<file path="config.mk">
export PLATFORM = sky130hd
export DESIGN_NAME = phy_autoneg_page_registers
export DESIGN_NICKNAME = d
export VERILOG_FILES = /design/src/verilog/an_regs_pkg.sv /design/src/verilog/latch_flag.sv /design/src/verilog/phy_autoneg_page_registers.sv
export SDC_FILE = /design/constraint.sdc
export NUM_CORES = 1
export LEC_CHECK = 0
export BUFFER_PORTS_ARGS = -buffer_cell sky130_fd_sc_hd__clkbuf_2
export CORE_UTILIZATION = 25
export DETAILED_ROUTE_END_ITERATION = 6
export GPL_TIMING_DRIVEN = 0
export PLACE_DENSITY = 0.46
export SLEW_MARGIN = 25
export SYNTH_ARGS = -nofsm -noshare
export SYNTH_HDL_FRONTEND = slang
export SYNTH_SLANG_ARGS = --single-unit
</file>
<file path="constraint.sdc">
create_clock -name pclk -period 3.1 [get_ports pclk]
set_input_delay 0.155 -clock pclk [delete_from_list [all_inputs] [get_ports pclk]]
set_output_delay 0.155 -clock pclk [all_outputs]
set_load 0.01 [all_outputs]
</file>
<file path="src/verilog/an_regs_pkg.sv">
`default_nettype none
package an_regs_pkg;
   // ***********************************************
   // Register indices; byte address is index times four
   // ***********************************************
   localparam logic [5:0] idx_partner_base_page_ability = 6'h05;
   localparam logic [5:0] idx_autoneg_expansion_status = 6'h06;
   localparam logic [5:0] idx_next_page_transmit = 6'h07;
   localparam logic [5:0] idx_next_page_receive = 6'h08;
   localparam logic [5:0] idx_irq_status = 6'h20;
   localparam logic [5:0] idx_irq_mask = 6'h21;

   // ***********************************************
   // Partner base page ability fields
   // ***********************************************
   localparam int lp_hd100_bit = 7;
   localparam int lp_fd10_bit = 6;
   localparam int lp_hd10_bit = 5;
   localparam int lp_np_bit = 15;
   localparam logic [7:0] lp_ability_reset = 8'h01;

   // ***********************************************
   // Expansion status fields
   // ***********************************************
   localparam int exp_loc_able_bit = 6;
   localparam int exp_loc_store_bit = 5;
   localparam int exp_pd_fault_bit = 4;
   localparam int exp_lp_np_able_bit = 3;
   localparam int exp_np_able_bit = 2;
   localparam int exp_page_rcvd_bit = 1;
   localparam int exp_lp_an_able_bit = 0;

   // ***********************************************
   // Next page transmit fields
   // ***********************************************
   localparam int np_next_bit = 15;
   localparam int np_msg_bit = 13;
   localparam int np_ack2_bit = 12;
   localparam int np_toggle_bit = 11;
   localparam logic [15:0] np_write_mask = 16'hb7ff;
   localparam logic [15:0] np_tx_reset = 16'h2001;
   localparam logic [15:0] np_rx_reset = 16'h0000;

   // ***********************************************
   // Interrupt status fields
   // ***********************************************
   localparam int irq_width = 3;
   localparam int irq_page_bit = 0;
   localparam int irq_fault_bit = 1;
   localparam int irq_np_sent_bit = 2;
   localparam logic [2:0] irq_reset = 3'h0;
endpackage
`default_nettype wire

</file>
<file path="src/verilog/latch_flag.sv">
`timescale 1ns/10ps
`default_nettype none
module latch_flag (
   input wire logic pclk,
   input wire logic presetn,
   input wire logic set,
   input wire logic rd_clr,
   output logic flag
);
   // Latch high; a set in the clearing cycle wins
   always_ff @(posedge pclk or negedge presetn) begin
      if (!presetn) begin
         flag <= 1'b0;
      end else begin
         flag <= set | (flag & ~rd_clr);
      end
   end
endmodule
`default_nettype wire

</file>
<file path="src/verilog/phy_autoneg_page_registers.sv">
// Register access over APB was chosen for this implementation.
`timescale 1ns/10ps
`default_nettype none
// Behaviour
// RULE1 - Partner ability bit 7 is read only, resets to 0, and shows remote 100BASE-X half duplex.
// RULE2 - Partner ability bits 6 and 5 are read only, reset to 0, and show remote 10BASE-T FD/HD.
// RULE3 - Partner selector bits 4:0 are read only and reset to 00001b for IEEE 802.3.
// RULE4 - Expansion bit 6 is read only and always reads 1.
// RULE5 - Expansion bit 5 reads 1 and received next pages land in the receive register at index 8.
// RULE6 - Expansion bit 4 latches high on a parallel detection fault and resets to 0.
// RULE7 - Expansion bit 3 is read only, resets to 0, and shows partner next page ability.
// RULE8 - Expansion bit 2 is read only and reads 1 for local next page ability.
// RULE9 - Expansion bit 1 latches high whenever a new page is received and resets to 0.
// RULE10 - Expansion bit 0 is read only, resets to 0, and shows partner auto-negotiation ability.
// RULE11 - Transmit bit 15 is writable, resets to 0, and flags that more next pages follow.
// RULE12 - Transmit bit 13 is writable resetting to 1; code bits 10:0 are writable resetting to 1.
// RULE13 - Transmit bit 12 is writable, resets to 0, and says whether the device will comply.
// RULE14 - Transmit bit 11 is read only, resets to 0, and shows the toggle state.
// RULE15 - Latched expansion flags hold until a read, which clears them unless still active.
// RULE16 - The toggle inverts on each next page sent, starting opposite the base page toggle.
module phy_autoneg_page_registers #(
   parameter int addr_w = 8
) (
   input wire logic pclk,
   input wire logic presetn,
   input wire logic psel,
   input wire logic penable,
   input wire logic pwrite,
   input wire logic [addr_w-1:0] paddr,
   input wire logic [31:0] pwdata,
   input wire logic [3:0] pstrb,
   output logic [31:0] prdata,
   output logic pready,
   output logic pslverr,
   input wire logic base_page_valid,
   input wire logic [15:0] base_page_word,
   input wire logic next_page_valid,
   input wire logic [15:0] next_page_word,
   input wire logic partner_an_able,
   input wire logic parallel_fault,
   input wire logic an_restart,
   input wire logic base_page_toggle,
   input wire logic np_sent,
   output logic [15:0] np_tx_word,
   output logic np_loaded,
   output logic irq
);

   // ***********************************************
   // Parameter check
   // ***********************************************
   generate
      if (addr_w < 8) begin : g_bad_addr
         $error("addr_w must be at least 8");
      end
   endgenerate

   // ***********************************************
   // Bus decode
   // ***********************************************
   logic [5:0] index;
   logic setup_rd;
   logic access;
   logic wr_done;
   logic rd_done;
   logic mapped;
   logic exp_rd_done;
   logic [15:0] wmask;

   // Word index from byte address
   assign index = paddr[7:2];
   assign setup_rd = psel & ~penable & ~pwrite;
   assign access = psel & penable;
   assign wr_done = access & pwrite & mapped;
   assign rd_done = setup_rd & mapped;
   // Clear where the flags are captured, so an event in the setup cycle is never lost
   assign exp_rd_done = rd_done & (index == an_regs_pkg::idx_autoneg_expansion_status);
   assign wmask = {{8{pstrb[1]}}, {8{pstrb[0]}}};

   // Mapped registers; upper address bits must be zero
   always_comb begin
      mapped = 1'b0;
      if (paddr[1:0] == 2'h0 && (paddr >> 8) == '0) begin
         case (index)
            an_regs_pkg::idx_partner_base_page_ability: mapped = 1'b1;
            an_regs_pkg::idx_autoneg_expansion_status: mapped = 1'b1;
            an_regs_pkg::idx_next_page_transmit: mapped = 1'b1;
            an_regs_pkg::idx_next_page_receive: mapped = 1'b1;
            an_regs_pkg::idx_irq_status: mapped = 1'b1;
            an_regs_pkg::idx_irq_mask: mapped = 1'b1;
            default: mapped = 1'b0;
         endcase
      end
   end

   // Zero wait states; error on unmapped access
   assign pready = 1'b1;
   assign pslverr = access & ~mapped;

   // ***********************************************
   // Partner base page and received next page
   // ***********************************************
   logic [7:0] partner_ability;
   logic partner_np_able;
   logic [15:0] np_receive;

   // Capture low half of partner base page
   always_ff @(posedge pclk or negedge presetn) begin
      if (!presetn) begin
         partner_ability <= an_regs_pkg::lp_ability_reset; // RULE3
         partner_np_able <= 1'b0;
      end else if (base_page_valid) begin
         partner_ability <= base_page_word[7:0]; // RULE1 RULE2 RULE3
         partner_np_able <= base_page_word[an_regs_pkg::lp_np_bit]; // RULE7
      end
   end

   // Next pages stored apart from the base page
   always_ff @(posedge pclk or negedge presetn) begin
      if (!presetn) begin
         np_receive <= an_regs_pkg::np_rx_reset;
      end else if (next_page_valid) begin
         np_receive <= next_page_word; // RULE5
      end
   end

   // ***********************************************
   // Latched expansion flags
   // ***********************************************
   logic page_event;
   logic fault_flag;
   logic page_flag;

   assign page_event = base_page_valid | next_page_valid;

   // Parallel detection fault
   latch_flag u_fault_flag (
      .pclk(pclk),
      .presetn(presetn),
      .set(parallel_fault), // RULE6 RULE15
      .rd_clr(exp_rd_done),
      .flag(fault_flag)
   );

   // New page received
   latch_flag u_page_flag (
      .pclk(pclk),
      .presetn(presetn),
      .set(page_event), // RULE9 RULE15
      .rd_clr(exp_rd_done),
      .flag(page_flag)
   );

   // ***********************************************
   // Next page transmit register
   // ***********************************************
   logic [15:0] np_tx;
   logic toggle;
   logic np_wr;

   assign np_wr = wr_done & (index == an_regs_pkg::idx_next_page_transmit);

   // Writable fields; toggle and reserved bits untouched
   always_ff @(posedge pclk or negedge presetn) begin
      if (!presetn) begin
         np_tx <= an_regs_pkg::np_tx_reset; // RULE11 RULE12 RULE13
      end else if (np_wr) begin
         np_tx <= (np_tx & ~(wmask & an_regs_pkg::np_write_mask))
                  | (pwdata[15:0] & wmask & an_regs_pkg::np_write_mask); // RULE11 RULE12 RULE13
      end
   end

   // Toggle starts opposite base page, flips per page sent
   always_ff @(posedge pclk or negedge presetn) begin
      if (!presetn) begin
         toggle <= 1'b0; // RULE14
      end else if (an_restart) begin
         toggle <= ~base_page_toggle; // RULE16
      end else if (np_sent) begin
         toggle <= ~toggle; // RULE16
      end
   end

   // Page loaded by software, consumed when sent
   always_ff @(posedge pclk or negedge presetn) begin
      if (!presetn) begin
         np_loaded <= 1'b0;
      end else if (np_wr) begin
         np_loaded <= 1'b1;
      end else if (np_sent | an_restart) begin
         np_loaded <= 1'b0;
      end
   end

   // Word offered to the link
   always_ff @(posedge pclk or negedge presetn) begin
      if (!presetn) begin
         np_tx_word <= an_regs_pkg::np_tx_reset;
      end else begin
         np_tx_word <= {np_tx[15:12], toggle, np_tx[10:0]}; // RULE14
      end
   end

   // ***********************************************
   // Interrupts
   // ***********************************************
   logic [an_regs_pkg::irq_width-1:0] irq_status;
   logic [an_regs_pkg::irq_width-1:0] irq_mask;
   logic [an_regs_pkg::irq_width-1:0] irq_set;
   logic [an_regs_pkg::irq_width-1:0] irq_clr;

   assign irq_set = {np_sent, parallel_fault, page_event};
   assign irq_clr = (wr_done && index == an_regs_pkg::idx_irq_status && pstrb[0])
                    ? pwdata[an_regs_pkg::irq_width-1:0] : '0;

   // Sticky status, write one to clear, set wins
   always_ff @(posedge pclk or negedge presetn) begin
      if (!presetn) begin
         irq_status <= an_regs_pkg::irq_reset;
      end else begin
         irq_status <= irq_set | (irq_status & ~irq_clr);
      end
   end

   // Mask register
   always_ff @(posedge pclk or negedge presetn) begin
      if (!presetn) begin
         irq_mask <= an_regs_pkg::irq_reset;
      end else if (wr_done && index == an_regs_pkg::idx_irq_mask && pstrb[0]) begin
         irq_mask <= pwdata[an_regs_pkg::irq_width-1:0];
      end
   end

   assign irq = |(irq_status & irq_mask);

   // ***********************************************
   // Read path
   // ***********************************************
   logic [15:0] exp_value;
   logic [15:0] rd_value;

   // Expansion register assembly
   always_comb begin
      exp_value = 16'h0000;
      exp_value[an_regs_pkg::exp_loc_able_bit] = 1'b1; // RULE4
      exp_value[an_regs_pkg::exp_loc_store_bit] = 1'b1; // RULE5
      exp_value[an_regs_pkg::exp_pd_fault_bit] = fault_flag; // RULE6
      exp_value[an_regs_pkg::exp_lp_np_able_bit] = partner_np_able; // RULE7
      exp_value[an_regs_pkg::exp_np_able_bit] = 1'b1; // RULE8
      exp_value[an_regs_pkg::exp_page_rcvd_bit] = page_flag; // RULE9
      exp_value[an_regs_pkg::exp_lp_an_able_bit] = partner_an_able; // RULE10
   end

   // Register select
   always_comb begin
      rd_value = 16'h0000;
      case (index)
         an_regs_pkg::idx_partner_base_page_ability: rd_value = {8'h00, partner_ability};
         an_regs_pkg::idx_autoneg_expansion_status: rd_value = exp_value;
         an_regs_pkg::idx_next_page_transmit: rd_value = {np_tx[15:12], toggle, np_tx[10:0]};
         an_regs_pkg::idx_next_page_receive: rd_value = np_receive;
         an_regs_pkg::idx_irq_status: rd_value = {13'h0000, irq_status};
         an_regs_pkg::idx_irq_mask: rd_value = {13'h0000, irq_mask};
         default: rd_value = 16'h0000;
      endcase
   end

   // Read data captured in the setup cycle
   always_ff @(posedge pclk or negedge presetn) begin
      if (!presetn) begin
         prdata <= 32'h0000_0000;
      end else if (setup_rd) begin
         prdata <= mapped ? {16'h0000, rd_value} : 32'h0000_0000;
      end
   end

   // ***********************************************
   // Assertions
   // ***********************************************
   a_ability_capture: assert property (@(posedge pclk) disable iff (!presetn) // RULE1
      base_page_valid |=> partner_ability[an_regs_pkg::lp_hd100_bit]
                          == $past(base_page_word[an_regs_pkg::lp_hd100_bit]))
      else $error("100BASE-X half duplex bit not captured");

   a_ability_hold: assert property (@(posedge pclk) disable iff (!presetn) // RULE2
      !base_page_valid ##1 (access && pwrite) |-> $stable(partner_ability))
      else $error("partner ability changed without a page");

   a_selector_read: assert property (@(posedge pclk) disable iff (!presetn) // RULE3
      (setup_rd && mapped && index == an_regs_pkg::idx_partner_base_page_ability)
      |=> prdata[7:0] == $past(partner_ability) && prdata[15:8] == 8'h00)
      else $error("partner ability read mismatch");

   a_loc_able: assert property (@(posedge pclk) disable iff (!presetn) // RULE4
      (setup_rd && mapped && index == an_regs_pkg::idx_autoneg_expansion_status)
      |=> prdata[an_regs_pkg::exp_loc_able_bit] && prdata[an_regs_pkg::exp_np_able_bit])
      else $error("fixed expansion bits not one");

   a_np_store: assert property (@(posedge pclk) disable iff (!presetn) // RULE5
      next_page_valid && !base_page_valid |=> np_receive == $past(next_page_word)
                          && $stable(partner_ability))
      else $error("next page not stored in receive register");

   a_fault_latch: assert property (@(posedge pclk) disable iff (!presetn) // RULE6
      parallel_fault |=> fault_flag [*1] ##0 exp_value[an_regs_pkg::exp_pd_fault_bit])
      else $error("parallel fault not latched");

   a_page_latch: assert property (@(posedge pclk) disable iff (!presetn) // RULE9
      page_event |=> page_flag && irq_status[an_regs_pkg::irq_page_bit])
      else $error("page received not latched");

   a_flag_hold: assert property (@(posedge pclk) disable iff (!presetn) // RULE15
      page_flag && !exp_rd_done |=> page_flag)
      else $error("page flag lost before read");

   a_flag_clear: assert property (@(posedge pclk) disable iff (!presetn) // RULE15
      exp_rd_done && !parallel_fault |=> !fault_flag)
      else $error("fault flag not cleared by read");

   a_partner_np: assert property (@(posedge pclk) disable iff (!presetn) // RULE7
      base_page_valid |=> exp_value[an_regs_pkg::exp_lp_np_able_bit]
                          == $past(base_page_word[an_regs_pkg::lp_np_bit]))
      else $error("partner next page ability mismatch");

   a_np_write: assert property (@(posedge pclk) disable iff (!presetn) // RULE11
      (np_wr && pstrb[1:0] == 2'b11)
      |=> np_tx[15:12] == {$past(pwdata[15]), 1'b0, $past(pwdata[13:12])}
          && np_tx[10:0] == $past(pwdata[10:0]))
      else $error("next page transmit write mismatch");

   a_toggle_start: assert property (@(posedge pclk) disable iff (!presetn) // RULE16
      an_restart ##1 !an_restart && np_sent |=> toggle == $past(base_page_toggle, 2))
      else $error("toggle did not start opposite and flip");

   a_toggle_flip: assert property (@(posedge pclk) disable iff (!presetn) // RULE14
      np_sent && !an_restart |=> toggle != $past(toggle) ##1 np_tx_word[11] == $past(toggle))
      else $error("toggle not inverted per next page");

   a_irq_level: assert property (@(posedge pclk) disable iff (!presetn)
      np_sent |=> irq_status[an_regs_pkg::irq_np_sent_bit]
                  && (irq || !irq_mask[an_regs_pkg::irq_np_sent_bit]))
      else $error("next page sent event gave no interrupt");

endmodule
`default_nettype wire

</file>
* After elaboration in Yosys (flattened, before gate mapping)
Cells that the tools add are included.
** Word-level totals
- Input port bits :: 88
- Bits in registers :: 99
- Logic and storage cells :: 65
** Cells by class
- Bitwise gates (word level) :: 29
- Equality and inequality tests :: 6
- Reductions and logical operators :: 9
- Mux-type cells :: 9
** Operators with widths (number)
- case mux 16 bit (6 select lines) :: 1
- bitwise AND 16 bit :: 2
- == test 6 x 3 -> 1 bit, second input constant :: 3
- 2-to-1 mux 16 bit :: 1
- inverter 16 bit :: 1
- OR 16 bit :: 1
- == test 6 bit, second input constant :: 2
- bitwise AND 1 bit :: 11
- bitwise AND 3 bit :: 2
- == test 6 x 4 -> 1 bit, second input constant :: 1
- 2-to-1 mux 1 bit :: 6
- inverter 1 bit :: 6
- OR reduction 6 bit :: 1
- logical AND 1 bit :: 4
- OR 1 bit :: 4
- nonzero test 2 bit :: 2
- 2-to-1 mux 3 bit :: 1
- inverter 3 bit :: 1
- OR 3 bit :: 1
- OR reduction 3 bit :: 1
- logical NOT 2 bit :: 1

* Longest topological paths before layout
Gate-level depths: netlist of the first run.
- Depth after elaboration :: 11
- Gate-level depth with buffers :: 6

* By module
From an unflattened synthesis of the first run, not the netlist that was laid out.
** Second synthesis, totals
- Cell total of the unflattened synthesis :: 270
- Area, all modules :: 3570.9 um^2
** By module, submodules not included
- phy_autoneg_page_registers :: sequential area each 1958.1 um^2, instances 1, cells each 264, area each 3498.4 um^2
- latch_flag :: sequential area each 25.0 um^2, instances 2, cells each 3, area each 36.3 um^2

* Worst setup path after synthesis of the first run
No wires, ideal clock.
- Path type :: input to register
- From :: input port paddr[7]
- To :: register (tool-made name)
- Arrival :: 1.503 ns
- Cell stages on the path :: 6
- Slack :: 1.472 ns
- Library setup time :: 0.125 ns
- Path buffers :: 2
- Cell sequence :: buf_6 nor4b_4 and3_1 nor2b_1 buf_2 mux2_2
** RTL lines
- from (decl) :: line phy_autoneg_page_registers.sv:29 : input wire logic [addr_w-1:0] paddr,

==> flow_summary_export.csv, run 1 <==
group,metric,value,unit
min_path,hold_class,"primary input to register",
setup_path,cp_data_arrival_time,1.87,ns
die,initial_core_utilization,25.6,%
pwr,internal_power,0.00176,W
cts,cts_made_buffers,9,
sta,slew_viol_final,0,
setup_path,crit_type,"primary input to register",
setup_path,critical_path.max_fanout,10,
synthesis,warnings_synthesis,0,
placement,postPlaceCellArea,4290,um2
final_layout,flow.area_growth_from_synthesis,30.1,%
synthesis,synthesized_cell_area,3540,um2
placement,hpwl_after_detailed_placement,6.91,mm
outcome,run_status,"finished, final reports clean",
cts,cts_tree,"yes",
setup_path,regToRegSetupSlack,1.71,ns
die,fp.dieArea,14600,um2
sta,fmax,0.608,GHz
synthesis,postSynthCellCount,277,
cts,h_tree_levels,3,
setup_path,critical-path-slowest-cell,"nor4b_4",
die,die_y,121,um
sta,fin_tns_setup,0,ns
route,vias,2565,
pwr,vdd_drop_max,0.189,mV
pwr,netSwitchingPower,0.000591,W
global_routing,grt_max_degree,81,
sta,clock_skew,0.00502,ns
die,die_w,121,um
sta,relSlewSlack,48.6,%
cts,post-cts-setup-buffers,0,
global_routing,first_pass_grt_wire_length,14.4,mm
cts,clk-insertion-delay-late,0.35,ns
pwr,switching_fraction_of_total_power,25.2,%
route,iteration_0_drc_markers,96,
route,drt_pre_antenna_iters,4,
route,route.detailed.drc,0,
synthesis,number_of_distinct_standard_cells_referenced_by_the_synthesized_netlist,52,
placement,place.port_buffers,92,
setup_path,setup.worst_path.start_class,"primary input",
final_layout,nets,486,
sta,grt_setup_unrepaired,"no",
global_routing,grt_pass1_vias,2554,
cts,clock_sinks,80,
final_layout,drive_gt1_share,48.4,%
setup_path,worst_path_dominant_cell_family,"simple AND/OR/NAND/NOR gates",
route,viasPerCell,4.40,
setup_path,sequence_of_cells_on_the_critical_path,"clkbuf_2, nor4b_4, and3_1, nor2b_1, buf_2, mux2_2",
pwr,power_per_cell_area,510,nW/um2
cts,cts_root_buffer,"clkbuf_16",
pwr,seq_power_share,47.1,%
global_routing,global_route.usage.total,13.7,%
synthesis,synthesis.area_per_instance,12.8,um2
synthesis,synthFlopType,"dfrtp_1",
synthesis,sequential_share_of_the_synthesized_area,56.8,%
setup_path,cp.required,3.33,ns
die,io_pins,140,
setup_path,path_buf_inv,2,
sta,finalWorstPathRequiredPeriod,1.64,ns
route,routed_wl,9.57,mm
global_routing,grt_remaining_overflow,0,
placement,routabilityCongestion,0.753,
setup_path,critPathMaxStageDelay,0.54,ns
global_routing,number_of_antenna_violations_at_the_first_check_in_global_routing,0,
synthesis,ys_ff_latch,80,
cts,worst_setup_hold_path_clk_slew,0.06,ns
die,core_region_area,13800,um2
die,number_of_rows_in_the_core_area,43,
final_layout,layout.filler_cells,1431,
final_layout,final_design_area_no_fill,4600,um2
pwr,fraction_of_power_consumed_by_the_clock_network,44.3,%
pwr,combinationalPowerShare,8.5,%
setup_path,worst_setup_path_end_kind,"register",
cts,post_cts_resize_count,0,
route,ant_nets,0,
sta,report.final.hold_viol_count,0,
sta,worstMarginPinSlew,0.764,ns
final_layout,antenna-diode-count,0,
route,wirelength_per_cell,16.4,um
sta,min_period_over_period,53.0,%
pwr,cellLeakagePower,2.21,nW
synthesis,synth_async_sr_flop_share,100,%
cts,ctsLongestPathBuffers,2,
synthesis,synth-edff-count,0,
sta,setup_viol,0,
run,drv.max_cap_violation_count,0,
-- worst reg2reg max path, stage by stage, from the launching register on --
cell      delay (ns)
dfrtp_1         0.39
mux2_2          0.29
and3_1          0.19
a221oi_1        0.28
o21ai_0         0.12
-- per-layer routing --
metal | share of wire, % | GRT usage, % | vias up
met3 | 4.3 | 3.90 | 17
met4 | 2.7 | 6.10 | 0
met2 | 46 | 20.6 | 76
met1 | 47 | 18.2 | 1252
li1 | - | - | 1220
met5 | 0 | 0 | -
-- synthesized netlist by cell type, types with 2 or more instances --
library cell	n	area (um2)
a22oi_1	8	60.1
conb_1	2	7.51
dfstp_2	5	131
nor3_1	2	10.0
a21oi_1	2	10.0
and2_1	2	12.5
inv_1	6	22.5
buf_6	2	22.5
a222oi_1	3	30.0
a32oi_1	3	26.3
buf_4	20	150
clkbuf_1	4	15.0
a22o_1	2	17.5
nor2_1	10	37.5
dfrtp_1	75	1880
a211oi_1	2	15.0
a31oi_1	3	18.8
a221oi_1	2	17.5
nand2_1	19	71.3
buf_2	2	10.0
o21ai_1	7	35.0
nor4_1	2	12.5
and3_1	8	50.1
o211a_1	2	20.0
o21ai_0	5	25.0
mux2_2	48	541
buf_1	2	7.51
nand3_1	5	25.0
-- kinds of logic (layout without fill, tap and decap cells) --
group	after synthesis	in the layout	share of synthesized area (%)
buffers and inverters	36	146	6.44
xor gates and xnor gates	1	1	0.248
DFF	80	80	56.8
AOI/OAI and AO/OA	48	48	10.0
and+or+nand+nor	62	62	11.0
other	2	18	0.212
muxes	48	48	15.3
-- power by group through the flow --
stage                     logic, W  registers, W  clock network [W]
final                     0.000200       0.00111            0.00104
after floorplan           0.000107       0.00112                  0
after global routing      0.000222       0.00111            0.00112
after detailed placement  0.000201       0.00113                  0
after CTS                 0.000203       0.00111            0.00107
after global placement    0.000196       0.00113                  0
-- final timing paths --
check,from,end,cells after the start
setup / recovery,paddr[5],register,6
hold / removal,an_restart,toggle,2
setup reg to reg,register,prdata[4],4
hold reg to reg,register,np_tx_word[13],0
max in group asynchronous,presetn,partner_np_able,2
min in group asynchronous,presetn,np_tx_word[10],2
-- cell type report --
cell class | instances | area, um2 | share of cell area [%]
sequential | 80 | 2010 | 43.6
multi-input combinational | 177 | 1360 | 29.6
timing repair buffer | 94 | 489 | 10.6
clock buffer | 10 | 239 | 5.19
tap | 180 | 225 | 4.90
buffer | 30 | 205 | 4.46
clock inverter | 6 | 50.0 | 1.09
inverter | 6 | 22.5 | 0.490
-- cells in the final DEF, fill, tap and decap left out, drive strengths merged, types with 3 or more instances in the layout --
| master | count |
|---|---|
| o21ai | 12 |
| a31oi | 3 |
| and3 | 8 |
| clkbuf | 106 |
| a32oi | 3 |
| nor3 | 3 |
| mux2 | 48 |
| nand2 | 19 |
| inv | 9 |
| buf | 26 |
| nand3 | 6 |
| a22oi | 9 |
| a21oi | 3 |
| a222oi | 3 |
| conb | 18 |
| nor2 | 10 |
| nor4 | 3 |
| dfstp | 5 |
| dfrtp | 75 |
-- timing repair --
item	in CTS	in global routing
setup endpoints to repair	0	0
hold endpoints to repair	76	0
hold buffers	2	0
-- stage by stage --
stage | total power, W | util (%) | hold slack (ns) | cells | worst slack (ns)
global placement | 0.00132 | 31.0 | 0.347 | 565 | 1.02
finish | 0.00235 | 33.3 | 0.0161 | 583 | 1.46
detailed placement | 0.00133 | 31.0 | 0.246 | 565 | 1.09
CTS | 0.00238 | 33.3 | 0.00227 | 583 | 1.46
floorplan | 0.00123 | - | -0.141 | 293 | 1.47
global route | 0.00245 | 33.3 | 0.0173 | 583 | 1.35
Power figures use the tool's default switching activity.
==> run 2, diff against run 1 <==
--- a/config.mk
+++ b/config.mk
@@ -5,6 +5,7 @@
 export SDC_FILE = /design/constraint.sdc
 export NUM_CORES = 1
 export LEC_CHECK = 0
+export ABC_AREA = 1
 export BUFFER_PORTS_ARGS = -buffer_cell sky130_fd_sc_hd__clkbuf_2
 export CORE_UTILIZATION = 25
 export DETAILED_ROUTE_END_ITERATION = 6
==> constraint.sdc (replaced) <==
create_clock -name pclk -period 1.6 [get_ports pclk]
set_input_delay 0.08 -clock pclk [delete_from_list [all_inputs] [get_ports pclk]]
set_output_delay 0.08 -clock pclk [all_outputs]
set_load 0.01 [all_outputs]
==> run 2 against run 1 <==
Critical path depth increased by 2. Routed wire length is 5.0% higher. Setup slack lost 1.1 ns. Clock power is 110% higher. Sequential share of layout area fell by 3.9 points. Register-to-register slack worse by 1.1 ns. Synthesized cell count grew 49%. Die area is 2.2% higher. Total power up 100%. Utilization rose by 2.8 points. Design area up 9.7%. Final cell count increased by 29%. Highest routed layer unchanged.
==> flow_summary_export.csv, run 2 <==
group,metric,value,unit
cts,post-cts-setup-buffers,0,
global_routing,grt_pass1_vias,3115,
synthesis,number_of_distinct_standard_cells_referenced_by_the_synthesized_netlist,29,
cts,h_tree_levels,3,
global_routing,grt_remaining_overflow,0,
route,viasPerCell,4.24,
synthesis,netlist_top_cells_area,"dfrtp_1 (52%), nand2_1 (15%), o21ai_0 (6.8%)",
final_layout,final_cell_mix,"nand2_1 (140), clkbuf_2 (92), dfrtp_1 (75)",
pwr,combinationalPowerShare,9.3,%
synthesis,sequential_share_of_the_synthesized_area,55.6,%
setup_path,critical-path-slowest-cell,"nand3_2",
global_routing,first_pass_grt_wire_length,15.9,mm
sta,report.final.hold_viol_count,0,
die,die_w,122,um
synthesis,area_share_of_the_leading_cell_type_in_the_synthesized_netlist,51.9,%
sta,fmax,0.822,GHz
sta,relSlewSlack,55.7,%
min_path,worstHoldPathCells,3,
pwr,vdd_drop_max,0.522,mV
pwr,seq_power_share,44.6,%
route,route.detailed.drc,0,
pwr,netSwitchingPower,0.00107,W
placement,routabilityCongestion,0.783,
cts,worst_setup_hold_path_clk_slew,0.06,ns
setup_path,critPathMaxStageDelay,0.20,ns
pwr,switching_fraction_of_total_power,22.7,%
pwr,cellLeakagePower,2.71,nW
placement,place.port_buffers,93,
pwr,fraction_of_power_consumed_by_the_clock_network,46.1,%
setup_path,sequence_of_cells_on_the_critical_path,"clkbuf_2, nor2_4, nand3_2, nand2_2, nor2_4, nor2_8, nor2_1, clkbuf_2",
outcome,run_status,"finished, final reports clean",
synthesis,synth.largest_area_cell,"dfrtp_1",
setup_path,critical_path.max_fanout,8,
sta,finalWorstPathRequiredPeriod,1.22,ns
pwr,internal_power,0.00365,W
route,wirelength_per_cell,13.3,um
die,initial_core_utilization,25.8,%
die,io_pins,140,
synthesis,netlist_top_cells_count,"nand2_1 (140), dfrtp_1 (75), o21ai_0 (49)",
final_layout,flow.area_growth_from_synthesis,39.7,%
die,core_region_area,14000,um2
die,fp.dieArea,14900,um2
sta,slew_viol_final,0,
run,drv.max_cap_violation_count,0,
global_routing,grt_max_degree,81,
final_layout,nets,657,
synthesis,ys_ff_latch,80,
route,iteration_0_drc_markers,163,
sta,clock_skew,0.00861,ns
synthesis,warnings_synthesis,0,
route,vias,3194,
sta,hold_worst_slack,0.00196,ns
cts,clk-insertion-delay-late,0.34,ns
pwr,power_per_cell_area,936,nW/um2
cts,clock_sinks,80,
synthesis,synthesis.area_per_instance,8.75,um2
setup_path,setup.worst_path.start_class,"primary input",
cts,cts_made_buffers,9,
setup_path,cp.required,1.52,ns
sta,setup_viol,0,
cts,cts_root_buffer,"clkbuf_16",
die,number_of_rows_in_the_core_area,43,
sta,worst_slack,0.384,ns
setup_path,timing.reg2reg.worst_path_depth,6,
placement,preCtsSetupSlack,0.0820,ns
synthesis,synth-edff-count,0,
route,ant_nets,0,
final_layout,antenna-diode-count,0,
sta,worstMarginPinSlew,0.665,ns
setup_path,crit_type,"primary input to primary output",
sta,min_period_over_period,76.0,%
final_layout,most_common_cell_after_layout_fill_and_taps_aside,"nand2_1",
cts,ctsLongestPathBuffers,2,
sta,grt_setup_unrepaired,"no",
placement,hpwl_after_detailed_placement,7.53,mm
synthesis,cell_with_the_most_instances_after_synthesis,"nand2_1",
global_routing,global_route.usage.total,14.4,%
synthesis,synthFlopType,"dfrtp_1",
setup_path,worst_setup_path_end_kind,"primary output",
die,die_y,122,um
final_layout,drive_gt1_share,27.2,%
setup_path,cp_data_arrival_time,1.14,ns
route,drt_pre_antenna_iters,4,
global_routing,number_of_antenna_violations_at_the_first_check_in_global_routing,0,
cts,cts_tree,"yes",
route,routed_wl,10.0,mm
synthesis,synthesized_cell_area,3610,um2
min_path,hold_class,"primary input to register",
pwr,power.total,0.00473,W
synthesis,postSynthCellCount,413,
synthesis,synth_async_sr_flop_share,100,%
==> run 2: layout make-up <==
type,instances,area (um2)
fill,1487,8940
sequential,80,2010
multi-input combinational,277,1310
timing repair buffer,129,835
clock buffer,11,233
tap,180,225
buffer,30,201
inverter,42,158
clock inverter,5,81.3
==> run 2: through the flow <==
step | TNS, ns | utilization (%) | cell area, um2 | std cells
finish | 0 | 36.1 | 5050 | 754
global route | 0 | 36.1 | 5050 | 754
CTS | 0 | 36.1 | 5050 | 754
detailed placement | 0 | 31.3 | 4370 | 702
global placement | -31.05 | 31.2 | 4370 | 702
floorplan | 0 | - | 3670 | 429
==> run 2: power by group through the flow <==
| stage | combinational [W] | sequential (W) | clock, W |
|---|---|---|---|
| detailed placement | 0.000373 | 0.00215 | 0 |
| floorplan | 0.000185 | 0.00214 | 0 |
| global route | 0.000494 | 0.00211 | 0.00231 |
| global placement | 0.000367 | 0.00214 | 0 |
| CTS | 0.000445 | 0.00211 | 0.00222 |
| finish | 0.000438 | 0.00211 | 0.00218 |
==> run 2: layer usage <==
metal | vias to the layer above | part of all wire [%] | global-route usage [%]
met2 | 102 | 47 | 23.2
met5 | - | 0 | 0
met1 | 1498 | 47 | 18.9
li1 | 1585 | - | -
met3 | 9 | 5.6 | 2.97
met4 | 0 | 1.0 | 5.03
==> run 2: path summary, 6_finish.rpt <==
path                            startpoint             end  slack [ns]
worst max-delay path              paddr[7]         pslverr        0.38
worst min-delay path             pwdata[5]        register       0.002
worst max register to register    register       prdata[0]        0.61
worst min register to register    register  np_tx_word[13]        0.38
max in group asynchronous          presetn       prdata[1]        0.77
min in group asynchronous          presetn      prdata[13]        0.31
==> run 2: critical path: cells and delay by family <==
family | cells | cell delay [ns]
buffers and inverters | 2 | 0.25
AND/OR/NAND/NOR | 6 | 0.80
==> run 2: cell families (layout without fill, tap and decap cells) <==
| logic type | count (synthesis) | count (layout) | synth area share (%) |
|---|---|---|---|
| AOI/OAI and AO/OA | 55 | 55 | 8.03 |
| buffers and inverters | 72 | 217 | 9.93 |
| DFF | 80 | 80 | 55.6 |
| muxes | 3 | 3 | 0.935 |
| other | 2 | 18 | 0.208 |
| and+or+nand+nor | 201 | 201 | 25.3 |
==> run 2: timing repair <==
action / 4_1_cts / 5_1_grt
gates resized for setup: 0 / 0
hold buffers: 36 / 0
hold endpoints to repair: 111 / 0
==> run 3, diff against run 2 <==
==> constraint.sdc (replaced) <==
create_clock -name pclk -period 1.15 [get_ports pclk]
set_input_delay 0.0575 -clock pclk [delete_from_list [all_inputs] [get_ports pclk]]
set_output_delay 0.0575 -clock pclk [all_outputs]
set_load 0.01 [all_outputs]
==> run 3 against run 2 <==
Largest cell class unchanged. Design area rose by 3.4%. Final cell count is 1.9% higher. Highest routed layer unchanged. Sequential cell count stayed put. Critical path type is now register to primary output. Non-clock buffer count rose by 14.
==> flow_summary_export.csv, run 3 (synthesized netlist as in run 2, its figures left out) <==
group,metric,value,unit
outcome,run_status,"finished, final reports clean",
setup_path,path_buf_inv,1,
final_layout,flow.area_growth_from_synthesis,44.5,%
sta,worstMarginPinSlew,0.665,ns
run,drv.max_cap_violation_count,0,
sta,finalWorstPathRequiredPeriod,1.07,ns
sta,slew_viol_final,0,
final_layout,most_common_cell_after_layout_fill_and_taps_aside,"nand2_1",
route,route.detailed.drc,0,
die,io_pins,140,
pwr,cellLeakagePower,2.78,nW
setup_path,setup.worst_path.start_class,"register",
setup_path,cp_depth,3,
global_routing,number_of_antenna_violations_at_the_first_check_in_global_routing,0,
setup_path,critical-path-slowest-cell,"dfrtp_1",
route,iteration_0_drc_markers,154,
die,core_region_area,14000,um2
final_layout,final_design_area_no_fill,5220,um2
sta,hold_worst_slack,0.0271,ns
cts,cts_tree,"yes",
cts,worst_setup_hold_path_clk_slew,0.06,ns
cts,clk-insertion-delay-late,0.33,ns
placement,hpwl_after_detailed_placement,7.53,mm
die,fp.dieArea,14900,um2
die,die_y,122,um
global_routing,grt_remaining_overflow,0,
setup_path,worst_setup_path_end_kind,"primary output",
route,viasPerCell,4.24,
final_layout,drive_gt1_share,29.1,%
setup_path,cp_data_arrival_time,1.01,ns
setup_path,critPathMaxStageDelay,0.40,ns
pwr,power.total,0.00660,W
route,drt_pre_antenna_iters,4,
setup_path,sequence_of_cells_on_the_critical_path,"nand2_1, nand3_1, clkbuf_2",
pwr,vdd_drop_max,0.716,mV
setup_path,regToRegSetupSlack,0.16,ns
cts,clock_sinks,80,
placement,cell_count_post_placement,702,
sta,min_period_over_period,92.9,%
placement,postPlaceCellArea,4370,um2
sta,clock_skew,0.00842,ns
sta,relSlewSlack,55.7,%
route,wirelength_per_cell,13.3,um
cts,cts_made_buffers,9,
final_layout,antenna-diode-count,0,
route,ant_nets,0,
sta,fmax,0.936,GHz
min_path,hold_class,"primary input to register",
route,vias,3254,
setup_path,crit_type,"register to primary output",
cts,ctsLongestPathBuffers,2,
global_routing,first_pass_grt_wire_length,16.0,mm
final_layout,final_cells,768,
pwr,power_per_cell_area,1260,nW/um2
global_routing,global_route.usage.total,14.4,%
setup_path,worst_path_dominant_cell_family,"flip-flops",
global_routing,grt_max_degree,81,
setup_path,critical_path.max_fanout,3,
sta,setup_viol,0,
min_path,worstHoldPathCells,2,
final_layout,layout.filler_cells,1485,
sta,fin_tns_setup,0,ns
final_layout,final_cell_mix,"nand2_1 (140), clkbuf_2 (93), dfrtp_1 (75)",
sta,report.final.hold_viol_count,0,
placement,place.port_buffers,93,
sta,grt_setup_unrepaired,"yes",
cts,h_tree_levels,3,
placement,routabilityCongestion,0.783,
die,die_w,122,um
die,initial_core_utilization,25.8,%
setup_path,cp.required,1.09,ns
route,routed_wl,10.2,mm
setup_path,timing.reg2reg.worst_path_depth,6,
cts,cts_root_buffer,"clkbuf_16",
die,number_of_rows_in_the_core_area,43,
global_routing,grt_pass1_vias,3132,
final_layout,nets,671,
==> run 3: changes by cell type in the layout (fill, tap and decap cells not counted), sizes merged <==
cell / delta
dlygate4sd3: +6
buf: +8
==> run 3: area by class of cell <==
class                   count  area [um2]  area share [%]
well taps                 180         225            4.31
clock buffers              11         233            4.46
flip-flops and latches     80        2010            38.5
repair buffers            143         967            18.5
clock inverters             5        81.3            1.56
plain buffers              30         206            3.95
inverters                  42         158            3.02
multi-input cells         277        1340            25.7
==> run 3: where the power goes <==
part | internal, W | switching, W | total [W] | leakage, nW
clock network | 0.00190 | 0.00112 | 0.00302 | 0.150
logic | 0.000292 | 0.000351 | 0.000643 | 1.61
registers | 0.00291 | 0.0000272 | 0.00293 | 1.02
==> run 3: metal layers <==
| layer | part of all wire (%) | track usage (%) | up-vias |
|---|---|---|---|
| met5 | 0 | 0 | - |
| met4 | 1.0 | 5.03 | 0 |
| met3 | 5.8 | 2.97 | 9 |
| met2 | 47 | 23.4 | 97 |
| met1 | 47 | 19.0 | 1532 |
| li1 | - | - | 1616 |
==> run 3: through the flow <==
| stage | worst slack, ns | utilization (%) |
|---|---|---|
| 3_3_place_gp | -0.847 | 31.2 |
| 6_report | 0.0822 | 37.3 |
| 5_1_grt | -0.0106 | 37.3 |
| 2_1_floorplan | 0.0962 | - |
| 4_1_cts | -0.00582 | 36.6 |
| 3_5_place_dp | -0.345 | 31.3 |
==> run 3: worst paths after layout <==
path | start | end
worst max-delay path | irq_mask[0] | irq
worst min register to register | register | np_tx_word[13]
worst max register to register | register | prdata[0]
min in group asynchronous | presetn | prdata[13]
worst min-delay path | next_page_valid | np_receive[15]
max in group asynchronous | presetn | prdata[1]
==> run 3: worst reg2reg max path: stages, from the launching register on <==
cell,delay [ns]
dfstp_2,0.56
nand2_1,0.06
o21ai_0,0.08
nor2_1,0.09
nand2_1,0.06
nand2_1,0.04
nand2_1,0.05
==> run 3: what timing repair did <==
action / 4_1_cts / 5_1_grt
gates resized for setup: 3 / 8
pin swaps: 0 / 6
setup buffers: 0 / 8
hold buffers: 42 / 0
endpoints found under the setup margin: 1 / 31
endpoints found under the hold margin: 120 / 0
